## src/old_pkg.sv

```systemverilog
// package for the option loader and debug status block
// assumes one 20 MHz core clock and an active-low asynchronous reset
package old_pkg;
  // ==========================================================
  // flash and register map
  localparam logic [15:0] OPT_USER_ADDR = 16'h0000; // user option byte
  localparam logic [15:0] OPT_RSVD_ADDR = 16'h0001; // kept erased
  localparam logic [7:0] ERASED_BYTE = 8'hFF;
  localparam logic [1:0] ADDR_DBG_CTRL = 2'h0;
  localparam logic [1:0] ADDR_DBG_STAT = 2'h1;
  localparam logic [1:0] ADDR_OPT_RAW = 2'h2;
  // ==========================================================
  // option byte fields
  localparam int OPT_WDT_RESET_BIT = 7; // 1 = time-out resets
  localparam int OPT_WDT_AUTO_BIT = 6;  // 1 = running at reset
  localparam int OPT_RPROT_BIT = 5;     // 0 = read protect on
  localparam int OPT_WPROT_BIT = 4;     // 0 = write protect on
  localparam int OPT_BOD_STOP_BIT = 3;  // 1 = kept on in deep sleep
  localparam int OPT_OSC_LSB = 0;       // two-bit oscillator mode
  // ==========================================================
  // debugger control and status fields
  localparam int CTL_RST_BIT = 0;
  localparam int CTL_BRKLOOP_BIT = 1;
  localparam int STAT_IDLE_BIT = 7;
  localparam int STAT_HALT_BIT = 6;
  localparam int STAT_RP_BIT = 5;
  localparam logic [7:0] CTL_RESET = 8'h00;
  localparam logic [7:0] CTL_WMASK = 8'h03;
  localparam int RESET_HOLD_CYCLES = 16; // system reset stretch
  typedef enum logic [1:0] {
    OLD_OSC_HIGH = 2'h0, OLD_OSC_MED = 2'h1,
    OLD_OSC_LOW = 2'h2, OLD_OSC_RC = 2'h3
  } old_osc_t;
  typedef struct packed {
    logic wdt_reset_mode;
    logic wdt_auto_start;
    logic read_protect_active;
    logic write_protect_active;
    logic bod_in_stop;
    old_osc_t osc_mode;
  } old_opt_t;
  typedef enum logic [1:0] {
    OLD_ST_HOLD = 2'b00, OLD_ST_FETCH = 2'b01,
    OLD_ST_WAIT = 2'b11, OLD_ST_RUN = 2'b10
  } old_state_t;
endpackage : old_pkg
```

## src/old_core.sv

```systemverilog
// option byte loader with debugger reset request and status register
// assumes flash answers one cycle after flash_rd, cpu signals same clock
`timescale 1ns/1ns
module old_core
  import old_pkg::*;
(
  input wire logic core_clk,
  input wire logic rst_n,
  input wire logic sys_rst_req_n,
  input wire logic stop_recover,
  input wire logic [1:0] reg_addr,
  input wire logic [7:0] reg_wdata,
  input wire logic reg_wr,
  input wire logic reg_rd,
  output logic [7:0] reg_rdata,
  output logic flash_rd,
  output logic [15:0] flash_addr,
  input wire logic [7:0] flash_rdata,
  input wire logic breakpoint_exec,
  input wire logic halt_mode,
  output logic cpu_rst_n,
  output logic breakpoint_loop,
  output logic debug_halt_flag,
  output old_pkg::old_opt_t opt_cfg
);
  import old_pkg::*;

  // ==========================================================
  // reset sources
  logic [1:0] ext_sync_q;
  logic [1:0] stop_sync_q;
  logic [7:0] debugger_control_q;
  logic sys_reset_evt;
  logic [4:0] hold_cnt_q;
  old_state_t state_q;

  // two-flop synchronisers for pin level inputs
  always_ff @(posedge core_clk or negedge rst_n)
  begin
    if (!rst_n)
    begin
      ext_sync_q <= 2'b11; // pin idles high, no false request
      stop_sync_q <= 2'b00;
    end
    else
    begin
      ext_sync_q <= {ext_sync_q[0], sys_rst_req_n};
      stop_sync_q <= {stop_sync_q[0], stop_recover};
    end
  end

  // reset event from pin, stop recovery or debugger request, the debugger request taken only while running
  assign sys_reset_evt = !ext_sync_q[1] || stop_sync_q[1] ||
                         (debugger_control_q[CTL_RST_BIT] &&
                          state_q == OLD_ST_RUN);

  // ==========================================================
  // load sequence: hold, fetch, wait, run
  // reload on a reset event seen in run; a short one in fetch or wait is dropped
  always_ff @(posedge core_clk or negedge rst_n)
  begin
    if (!rst_n)
      state_q <= OLD_ST_HOLD;
    else if (sys_reset_evt && state_q == OLD_ST_RUN)
      state_q <= OLD_ST_HOLD;
    else
    begin
      case (state_q)
        OLD_ST_HOLD:
          if (hold_cnt_q == 5'(RESET_HOLD_CYCLES - 1) && !sys_reset_evt)
            state_q <= OLD_ST_FETCH;
        OLD_ST_FETCH: state_q <= OLD_ST_WAIT;
        OLD_ST_WAIT: state_q <= OLD_ST_RUN;
        OLD_ST_RUN: state_q <= OLD_ST_RUN;
        default: state_q <= OLD_ST_HOLD;
      endcase
    end
  end

  // reset stretch counter
  always_ff @(posedge core_clk or negedge rst_n)
  begin
    if (!rst_n)
      hold_cnt_q <= 5'h00;
    else if (state_q != OLD_ST_HOLD || sys_reset_evt)
      hold_cnt_q <= 5'h00;
    else if (hold_cnt_q != 5'(RESET_HOLD_CYCLES - 1))
      hold_cnt_q <= hold_cnt_q + 5'h01;
  end

  assign flash_rd = (state_q == OLD_ST_FETCH);
  assign flash_addr = OPT_USER_ADDR; // address one never read

  // ==========================================================
  // hidden option registers
  logic [7:0] opt_raw_q;
  always_ff @(posedge core_clk or negedge rst_n)
  begin
    if (!rst_n)
      opt_raw_q <= ERASED_BYTE;
    else if (state_q == OLD_ST_WAIT)
      opt_raw_q <= flash_rdata;
  end

  always_comb
  begin
    opt_cfg.wdt_reset_mode = opt_raw_q[OPT_WDT_RESET_BIT];
    opt_cfg.wdt_auto_start = opt_raw_q[OPT_WDT_AUTO_BIT];
    opt_cfg.read_protect_active = !opt_raw_q[OPT_RPROT_BIT];
    opt_cfg.write_protect_active = !opt_raw_q[OPT_WPROT_BIT];
    opt_cfg.bod_in_stop = opt_raw_q[OPT_BOD_STOP_BIT];
    opt_cfg.osc_mode = old_osc_t'(opt_raw_q[OPT_OSC_LSB +: 2]);
  end

  always_ff @(posedge core_clk or negedge rst_n)
  begin
    if (!rst_n)
      cpu_rst_n <= 1'b0;
    else
      cpu_rst_n <= (state_q == OLD_ST_RUN) && !sys_reset_evt;
  end

  // ==========================================================
  // debugger control register
  logic ctrl_wr;
  logic stat_wr;

  // address match for a write strobe, shared by several processes
  function automatic logic wr_hit(input logic wr, input logic [1:0] addr,
    input logic [1:0] target);
    return wr && (addr == target);
  endfunction : wr_hit

  // write strobes per register
  assign ctrl_wr = wr_hit(reg_wr, reg_addr, ADDR_DBG_CTRL);
  assign stat_wr = wr_hit(reg_wr, reg_addr, ADDR_DBG_STAT);

  // reserved bits dropped by write mask
  // request bit clears as load ends
  always_ff @(posedge core_clk or negedge rst_n)
  begin
    if (!rst_n)
      debugger_control_q <= CTL_RESET;
    else if (ctrl_wr)
      debugger_control_q <= reg_wdata & CTL_WMASK;
    else if (state_q == OLD_ST_WAIT)
      debugger_control_q[CTL_RST_BIT] <= 1'b0; // reads 1 until load done
  end
  // loop control straight from the register
  assign breakpoint_loop = debugger_control_q[CTL_BRKLOOP_BIT];

  always_ff @(posedge core_clk or negedge rst_n)
  begin
    if (!rst_n)
      debug_halt_flag <= 1'b0;
    else if (breakpoint_exec && !breakpoint_loop)
      debug_halt_flag <= 1'b1;
    else if (ctrl_wr)
      debug_halt_flag <= 1'b0;
  end

  // breakpoint seen since last control write, set wins
  logic breakpoint_seen_q;
  always_ff @(posedge core_clk or negedge rst_n)
  begin
    if (!rst_n)
      breakpoint_seen_q <= 1'b0;
    else if (breakpoint_exec)
      breakpoint_seen_q <= 1'b1;
    else if (ctrl_wr)
      breakpoint_seen_q <= 1'b0;
  end

  // ==========================================================
  // status and read port
  logic [7:0] status;
  always_comb
  begin
    status = 8'h00;
    status[STAT_IDLE_BIT] = debug_halt_flag || breakpoint_seen_q;
    status[STAT_HALT_BIT] = halt_mode;
    status[STAT_RP_BIT] = opt_cfg.read_protect_active;
  end

  always_ff @(posedge core_clk or negedge rst_n)
  begin
    if (!rst_n)
      reg_rdata <= 8'h00;
    else if (reg_rd)
    begin
      case (reg_addr)
        ADDR_DBG_CTRL: reg_rdata <= debugger_control_q;
        ADDR_DBG_STAT: reg_rdata <= status;
        default: reg_rdata <= 8'h00;
      endcase
    end
    else
      reg_rdata <= 8'h00;
  end

  // ==========================================================
  // checks
  // cpu held loading
  a_cpu_held_loading: assert property (@(posedge core_clk)
    disable iff (!rst_n) (state_q != OLD_ST_RUN) |=> !cpu_rst_n)
    else $error("cpu released before options loaded");
  a_hold_count: assert property (@(posedge core_clk)
    disable iff (!rst_n) (state_q == OLD_ST_HOLD &&
    hold_cnt_q != 5'(RESET_HOLD_CYCLES - 1)) |=> state_q == OLD_ST_HOLD)
    else $error("reset hold ended early");
  a_cpu_in_reset: assert property (@(posedge core_clk)
    disable iff (!rst_n) (!ext_sync_q[1] || stop_sync_q[1]) |=>
    !cpu_rst_n)
    else $error("reset source did not hold cpu");
  a_opt_capture: assert property (@(posedge core_clk)
    disable iff (!rst_n) (state_q == OLD_ST_WAIT) |=>
    opt_raw_q == $past(flash_rdata))
    else $error("option byte not captured");
  a_fetch_seq: assert property (@(posedge core_clk)
    disable iff (!rst_n) (state_q == OLD_ST_FETCH) |=>
    state_q == OLD_ST_WAIT ##1 state_q == OLD_ST_RUN)
    else $error("load sequence broken");
  a_opt_stable: assert property (@(posedge core_clk)
    disable iff (!rst_n) (state_q == OLD_ST_RUN && !sys_reset_evt) |=>
    $stable(opt_raw_q))
    else $error("options changed without reset");
  a_flash_addr: assert property (@(posedge core_clk)
    disable iff (!rst_n) flash_rd |-> flash_addr == OPT_USER_ADDR)
    else $error("wrong option address");
  a_flash_once: assert property (@(posedge core_clk)
    disable iff (!rst_n) flash_rd |=> !flash_rd)
    else $error("option byte read twice");
  a_wdt_mode: assert property (@(posedge core_clk)
    disable iff (!rst_n) (state_q == OLD_ST_WAIT) |=>
    opt_cfg.wdt_reset_mode == $past(flash_rdata[OPT_WDT_RESET_BIT]))
    else $error("watchdog response option wrong");
  a_wdt_start: assert property (@(posedge core_clk)
    disable iff (!rst_n) (state_q == OLD_ST_WAIT) |=>
    opt_cfg.wdt_auto_start == $past(flash_rdata[OPT_WDT_AUTO_BIT]))
    else $error("watchdog start option wrong");
  a_read_prot: assert property (@(posedge core_clk)
    disable iff (!rst_n) (state_q == OLD_ST_WAIT) |=>
    opt_cfg.read_protect_active == !$past(flash_rdata[OPT_RPROT_BIT]))
    else $error("read protect option wrong");
  a_write_prot: assert property (@(posedge core_clk)
    disable iff (!rst_n) (state_q == OLD_ST_WAIT) |=>
    opt_cfg.write_protect_active == !$past(flash_rdata[OPT_WPROT_BIT]))
    else $error("write protect option wrong");
  a_bod_stop: assert property (@(posedge core_clk)
    disable iff (!rst_n) (state_q == OLD_ST_WAIT) |=>
    opt_cfg.bod_in_stop == $past(flash_rdata[OPT_BOD_STOP_BIT]))
    else $error("brownout option wrong");
  a_osc_mode: assert property (@(posedge core_clk)
    disable iff (!rst_n) (state_q == OLD_ST_WAIT) |=>
    opt_cfg.osc_mode == old_osc_t'($past(flash_rdata[OPT_OSC_LSB +: 2])))
    else $error("oscillator option wrong");
  a_dbg_reset: assert property (@(posedge core_clk)
    disable iff (!rst_n) (debugger_control_q[CTL_RST_BIT] &&
    state_q == OLD_ST_RUN) |=> state_q == OLD_ST_HOLD ##1 !cpu_rst_n)
    else $error("debugger reset ignored");
  a_rst_pending: assert property (@(posedge core_clk)
    disable iff (!rst_n) (debugger_control_q[CTL_RST_BIT] && !ctrl_wr &&
    (state_q == OLD_ST_HOLD || state_q == OLD_ST_FETCH)) |=>
    debugger_control_q[CTL_RST_BIT])
    else $error("reset request cleared too early");
  a_rst_clear: assert property (@(posedge core_clk)
    disable iff (!rst_n) (state_q == OLD_ST_WAIT && !ctrl_wr) |=>
    !debugger_control_q[CTL_RST_BIT])
    else $error("reset request not cleared");
  a_ctrl_mask: assert property (@(posedge core_clk)
    disable iff (!rst_n) (debugger_control_q & ~CTL_WMASK) == 8'h00)
    else $error("reserved control bit set");
  a_bkpt_halt: assert property (@(posedge core_clk)
    disable iff (!rst_n) (breakpoint_exec && !breakpoint_loop) |=>
    debug_halt_flag)
    else $error("breakpoint did not halt");
  a_bkpt_loop: assert property (@(posedge core_clk)
    disable iff (!rst_n) (breakpoint_exec && breakpoint_loop &&
    !debug_halt_flag) |=> !debug_halt_flag)
    else $error("looping breakpoint halted");
  a_seen_set: assert property (@(posedge core_clk)
    disable iff (!rst_n) breakpoint_exec |=> breakpoint_seen_q)
    else $error("breakpoint not remembered");
  a_write_clear: assert property (@(posedge core_clk)
    disable iff (!rst_n) (ctrl_wr && !breakpoint_exec) |=>
    !breakpoint_seen_q && !debug_halt_flag)
    else $error("control write did not clear idle");
  a_idle_read: assert property (@(posedge core_clk)
    disable iff (!rst_n) (reg_rd && reg_addr == ADDR_DBG_STAT) |=>
    reg_rdata[STAT_IDLE_BIT] == $past(debug_halt_flag || breakpoint_seen_q)
    && reg_rdata[4:0] == 5'h00)
    else $error("idle or reserved status wrong");
  a_halt_read: assert property (@(posedge core_clk)
    disable iff (!rst_n) (reg_rd && reg_addr == ADDR_DBG_STAT) |=>
    reg_rdata[STAT_HALT_BIT] == $past(halt_mode))
    else $error("halt status wrong");
  a_rp_read: assert property (@(posedge core_clk)
    disable iff (!rst_n) (reg_rd && reg_addr == ADDR_DBG_STAT) |=>
    reg_rdata[STAT_RP_BIT] == !$past(opt_raw_q[OPT_RPROT_BIT]))
    else $error("read protect status wrong");
  a_hidden_read: assert property (@(posedge core_clk)
    disable iff (!rst_n) (reg_rd && reg_addr >= ADDR_OPT_RAW) |=>
    reg_rdata == 8'h00)
    else $error("hidden option register readable");
  a_stat_write: assert property (@(posedge core_clk)
    disable iff (!rst_n) (stat_wr && state_q != OLD_ST_WAIT) |=>
    $stable(debugger_control_q))
    else $error("status write changed control");
  // main scenarios reached
  c_load_done: cover property (@(posedge core_clk)
    state_q == OLD_ST_WAIT ##1 state_q == OLD_ST_RUN);
  c_dbg_reset: cover property (@(posedge core_clk)
    reg_wr && reg_addr == ADDR_DBG_CTRL && reg_wdata[CTL_RST_BIT]);
  c_bkpt_halt: cover property (@(posedge core_clk)
    breakpoint_exec && !breakpoint_loop);
  c_stat_read: cover property (@(posedge core_clk)
    reg_rd && reg_addr == ADDR_DBG_STAT);
endmodule : old_core

```

## config.mk

```make
export PLATFORM = sky130hd
export DESIGN_NAME = old_core
export DESIGN_NICKNAME = d
export VERILOG_FILES = /design/src/old_pkg.sv /design/src/old_core.sv
export SDC_FILE = /design/constraint.sdc
export NUM_CORES = 1
export LEC_CHECK = 0
export BUFFER_PORTS_ARGS = -buffer_cell sky130_fd_sc_hd__buf_2
export CORE_MARGIN = 2
export CORE_UTILIZATION = 48
export DETAILED_ROUTE_END_ITERATION = 16
export PLACE_DENSITY = 0.83
export SETUP_SLACK_MARGIN = 0.1
export SLEW_MARGIN = 15
export SYNTH_ARGS = -nofsm -noshare
export SYNTH_HDL_FRONTEND = slang
export SYNTH_SLANG_ARGS = --single-unit
export TNS_END_PERCENT = 100
```

## constraint.sdc

```tcl
create_clock -name core_clk -period 3 [get_ports core_clk]
set_input_delay 0.6 -clock core_clk [delete_from_list [all_inputs] [get_ports core_clk]]
set_output_delay 0.6 -clock core_clk [all_outputs]
set_load 0.03 [all_outputs]
```

==> After elaboration in Yosys (flattened, before gate mapping) <==
Cells that the tools add are included.
{ "op_classes": {"shifts": 0, "n_reduce_logical": 23, "bitwise_logic": 0, "muxes": 12, "addsub": 1, "eq_ne": 7, "n_div": 0, "multipliers": 0, "n_lt_le_gt_ge": 0} }
{ "ops": {"columns": ["operator", "n"], "rows": [
  ["$pmux W8 S2", 1],
  ["$mux W5", 2],
  ["$reduce_bool A2 Y1", 5],
  ["$mux W8", 1],
  ["$logic_and A1 B1 Y1", 6],
  ["$pmux W2 S3", 1],
  ["$add A5 B1 Y5 const B", 1],
  ["$eq A5 B4 Y1 const B", 1],
  ["$logic_not A1 Y1", 5],
  ["$mux W1", 5],
  ["$ne A5 B4 Y1 const B", 1],
  ["$eq A2 B1 Y1 const B", 2],
  ["$eq A2 B2 Y1 const B", 2],
  ["$logic_not A2 Y1", 2],
  ["$logic_or A1 B1 Y1", 4],
  ["$mux W2", 2],
  ["$ne A3 B3 Y1 const B", 1],
  ["$reduce_or A2 Y1", 1]
]} }
{ "totals": {"regBits": 32, "latch_bits": 0, "ramBits": 0, "wordCells": 54, "romBits": 0, "n_memories": 0} }

==> Longest topological paths before layout <==
{ "logic_depth": {"depth_word": 8, "ltp_mapped": 7} }

==> Worst setup path before layout <==
No wires, ideal clock.
{ "synth_timing": {"path_kind": "reg2reg", "start": "register hold_cnt_q[0]", "end": "register hold_cnt_q[3]", "t_arrival_ns": 1.450, "n_path_buf": 1, "slack_ns": 1.429, "setup_ns": 0.121, "period_less_slack_ns": 1.571, "stages_incl_launch_ff": 8, "path_cell_list": "dfrtp_1 ha_1 and3_1 ha_1 clkbuf_1 nand4b_1 xor2_1 nor2_1"} }
{ "synth_via": {"elab_chain_cells": 3, "word_cells_on_any_way": 5, "classes_between": "add/sub (1); eq/ne (1); mux (2); reduce/logical (1)"} }
{ "synth_rtl": {"columns": ["item", "line_no", "text"], "rows": [
  ["start, declared", "old_core.sv:34", "logic [4:0] hold_cnt_q;"],
  ["start signal, assigned", "old_core.sv:88", "hold_cnt_q <= hold_cnt_q + 5'h01;"],
  ["$add A5 B1 Y5", "old_core.sv:88", null],
  ["$mux W5", "old_core.sv:87", "else if (hold_cnt_q != 5'(RESET_HOLD_CYCLES - 1))"],
  ["$mux W5", "old_core.sv:85", "else if (state_q != OLD_ST_HOLD || sys_reset_evt)"]
]} }
Parallel ways exist; a longest one is shown, timed or not. The select of a mux whose other input is x is not followed.
A chain may end at the register's enable or synchronous reset.

==> Final worst setup path <==
{ "layout_timing": {"start": "register state_q[0]", "end": "output flash_rd"} }
{ "layout_via": {"elab_chain_cells": 1} }
{ "layout_rtl": {"columns": ["item", "line_no", "text"], "rows": [
  ["start, declared", "old_core.sv:35", "old_state_t state_q;"],
  ["start signal, assigned", "old_core.sv:63", "state_q <= OLD_ST_HOLD;"],
  ["start signal, assigned", "old_core.sv:65", "state_q <= OLD_ST_HOLD;"],
  ["start signal, assigned", "old_core.sv:71", "state_q <= OLD_ST_FETCH;"],
  ["$eq A2 B1 Y1", "old_core.sv:91", "assign flash_rd = (state_q == OLD_ST_FETCH);"],
  ["end, declared", "old_core.sv:16", "output logic flash_rd,"]
]} }
No other way between the ends.

==> impl_metrics.tcl <==
set metrics [dict create \
    gp_congestion 0.674 \
    cts_buffer_depth 2 \
    ys_seq_area_frac 0.564 \
    io_buffers 34 \
    maxCapViolCount 0 \
    drc 0 \
    worstPathMaxFanout 6 \
    synth_area_leader_cell "dfrtp_1" \
    wl_met2_um 1060 \
    antenna_cells 0 \
    fin_nets 169 \
    cp-end-kind "output pin" \
    internal_power_uw 567 \
    synth_enable_flop_cells 0 \
    cts.sinks 28 \
    max_freq_ghz 0.589 \
    vias 769 \
    drt_iter0_markers 8 \
    seqPwrFrac 0.539 \
    grt_pass1_wl_um 3320 \
    worst_r2r_path_depth 6 \
    synth.avg_cell_area_um2 11.6 \
    postRouteAntennaNets 0 \
    top_layer_used "met3" \
    synth_most_common_cell "buf_4" \
    antenna_found_initial 0 \
    routed_via_density 4.52 \
    synth_seq_cells 28 \
    switchingPower_uw 199 \
    async_reset_ff_frac 1.00 \
    cts_tree "built" \
    timing.rr.end "hold_cnt_q[3]" \
    grt_pass1_vias 762 \
    post_cts_resized 0 \
    netlist_instances 109 \
    clk-insertion-delay-late_ns 0.32 \
    cp.arrival_ns 1.10 \
    die_w_um 55.3 \
    post-route-period-util 0.566 \
    syn-cell-area_mm2 0.00126 \
    grt_max_degree 29 \
    worstPathRequired_ns 2.40 \
    fillers 209 \
    routed-wl-met3_um 116 \
    critical-path-max-stage-delay_ns 0.43 \
    dieArea_mm2 0.00305 \
    whs_ns 0.261 \
    status "complete, no violations" \
    synth_ff_type "dfrtp_1" \
    cts_buffers 3 \
    post-place-ws_ns 1.35 \
    switching_share 0.260 \
    skew_ns 0.00507 \
    p_clk_frac 0.314 \
    power_frac_comb 0.147 \
    place_hpwl_um 1480 \
    multi_input_area_um2 410 \
    cpMaxStageDelayCell "dfrtp_1" \
    ys.warnings.count 0 \
    drt-met1-wl_um 716 \
    synthTopCellsByArea "dfrtp_1, dfstp_2, buf_4, mux2_2, nor2_1" \
    tightest_slew_ns 0.588 \
    post-cts-setup-buffers 0 \
    synth.top_cells.by_count "buf_4, dfrtp_1, nor2_1" \
    slew_headroom 0.608 \
    worstSetupPathType "register to output pin" \
    r2r_start "hold_cnt_q[0]" \
    crit_buf_inv 1 \
    wl_per_cell_um 11.1 \
    routed_wl_um 1890 \
    setup_viol 0 \
    finalSetupTns_ns 0 \
    rsz0062_at_grt "no" \
    grtUsageTotal 0.136 \
    hold_viol_final 0 \
    grt_remaining_overflow 0 \
    worst-r2r-setup-slack_ns 1.33 \
    start_util 0.509 \
    areaGrowthSynthToFinish_pct 11.4 \
    crit_family "flip-flops" \
    rows 18 \
    p_leak_nw 0.759 \
    final.setup.worst_slack_ns 1.30 \
    period_minus_slack_ns 1.70 \
    clk_pin_slew_ns 0.15 \
    crit_chain "nor2b_1, buf_2" \
    slew_viol_final 0 \
    dieHeight_um 55.3 \
    first_pass_iters 3 \
    worstHoldPathType "input port to asynchronous set/reset pin" \
    drive_above_1_share 0.407 \
    synth_cell_types 26 \
    ctsHoldBuffers 0 \
    core_area_mm2 0.00248 \
    clockRootBuffer "clkbuf_4" \
    cts_htree_levels 1 \
    regArea_um2 712 \
    io_pins 61 \
    power_density_mw_per_mm2 545 \
    startpoint_type "register" \
    yosysTopAreaCellShare 0.377 \
    ir_drop_v 0.000395 \
]
-- power groups by stage --
| stage | Combinational [mW] | Clock, mW | Sequential [mW] |
|---|---|---|---|
| detailed placement | 0.114 | 0 | 0.420 |
| global placement | 0.110 | 0 | 0.418 |
| global route | 0.123 | 0.260 | 0.417 |
| CTS | 0.114 | 0.246 | 0.413 |
| finish | 0.113 | 0.240 | 0.413 |
| floorplan | 0.0879 | 0 | 0.432 |
-- how the worst max path moves through the flow --
stage	startpoint	end	slack (ns)	depth (start not counted)
detailed placement	hold_cnt_q[0]	hold_cnt_q[3]	1.35	6
global route	state_q[0]	flash_rd	1.21	2
global placement	hold_cnt_q[0]	hold_cnt_q[3]	1.44	6
finish	state_q[0]	flash_rd	1.30	2
floorplan	hold_cnt_q[0]	hold_cnt_q[3]	1.43	7
CTS	state_q[0]	flash_rd	1.27	2
-- cells by family (layout without fill, tap and decap cells) --
family / after synthesis / count (layout) / share of synthesized area
compound gates: 4 / 4 / 0.0188
xor+xnor: 3 / 3 / 0.0208
fa+ha+maj: 2 / 2 / 0.0198
buf+inv: 31 / 44 / 0.164
flops: 28 / 28 / 0.564
mux: 9 / 9 / 0.0823
other cells: 1 / 19 / 0.00297
simple gates: 31 / 31 / 0.127
-- layout by cell type, fill, tap and decap left out --
cell,netlist,layout
buf_2,0,34
a21oi_1,2,2
inv_1,6,6
a31o_2,1,1
dfstp_2,9,9
nand3_1,2,2
nand4b_1,1,1
mux2_4,1,1
clkbuf_4,0,3
ha_1,2,2
nand3b_1,1,1
nor4b_1,1,1
xor2_1,2,2
xnor2_1,1,1
or3_1,1,1
bufinv_16,0,1
nand2b_1,1,1
nor2b_1,3,3
nor2_1,12,12
mux2_2,7,7
nand2_1,5,5
o21ai_0,1,1
and3_1,3,3
mux2i_1,1,1
or3b_4,1,1
dfrtp_1,19,19
conb_1,1,19
-- registers in the layout, summed over array words and instances (netlist names) --
signal / count
ext_sync_q: 2
stop_sync_q: 2
breakpoint_seen_q: 1
cpu_rst_n: 1
reg_rdata: 5
opt_raw_q: 7
debugger_control_q: 2
debug_halt_flag: 1
state_q: 2
hold_cnt_q: 5
-- cell type report --
type | count | share of cell area
Clock inverter | 1 | 0.0214
Timing Repair Buffer | 34 | 0.121
Clock buffer | 3 | 0.0160
Tap cell | 30 | 0.0267
Sequential cell | 28 | 0.507
Multi-Input combinational cell | 68 | 0.292
Inverter | 6 | 0.0160
-- layer usage --
metal | track usage | up-vias
li1 | - | 365
met1 | 0.159 | 374
met2 | 0.248 | 30
met3 | 0.0328 | 0
met4 | 0.0314 | 0
met5 | 0 | -
-- per-stage QoR --
step / instances / cell area (µm²) / power, mW / utilization
2_1_floorplan: 127 / 1330 / 0.519 / -
3_3_place_gp: 166 / 1350 / 0.529 / 0.546
3_5_place_dp: 166 / 1350 / 0.534 / 0.546
4_1_cts: 170 / 1410 / 0.773 / 0.567
5_1_grt: 170 / 1410 / 0.799 / 0.567
6_report: 170 / 1410 / 0.766 / 0.567
No activity file was read; power rests on OpenSTA's default activity.
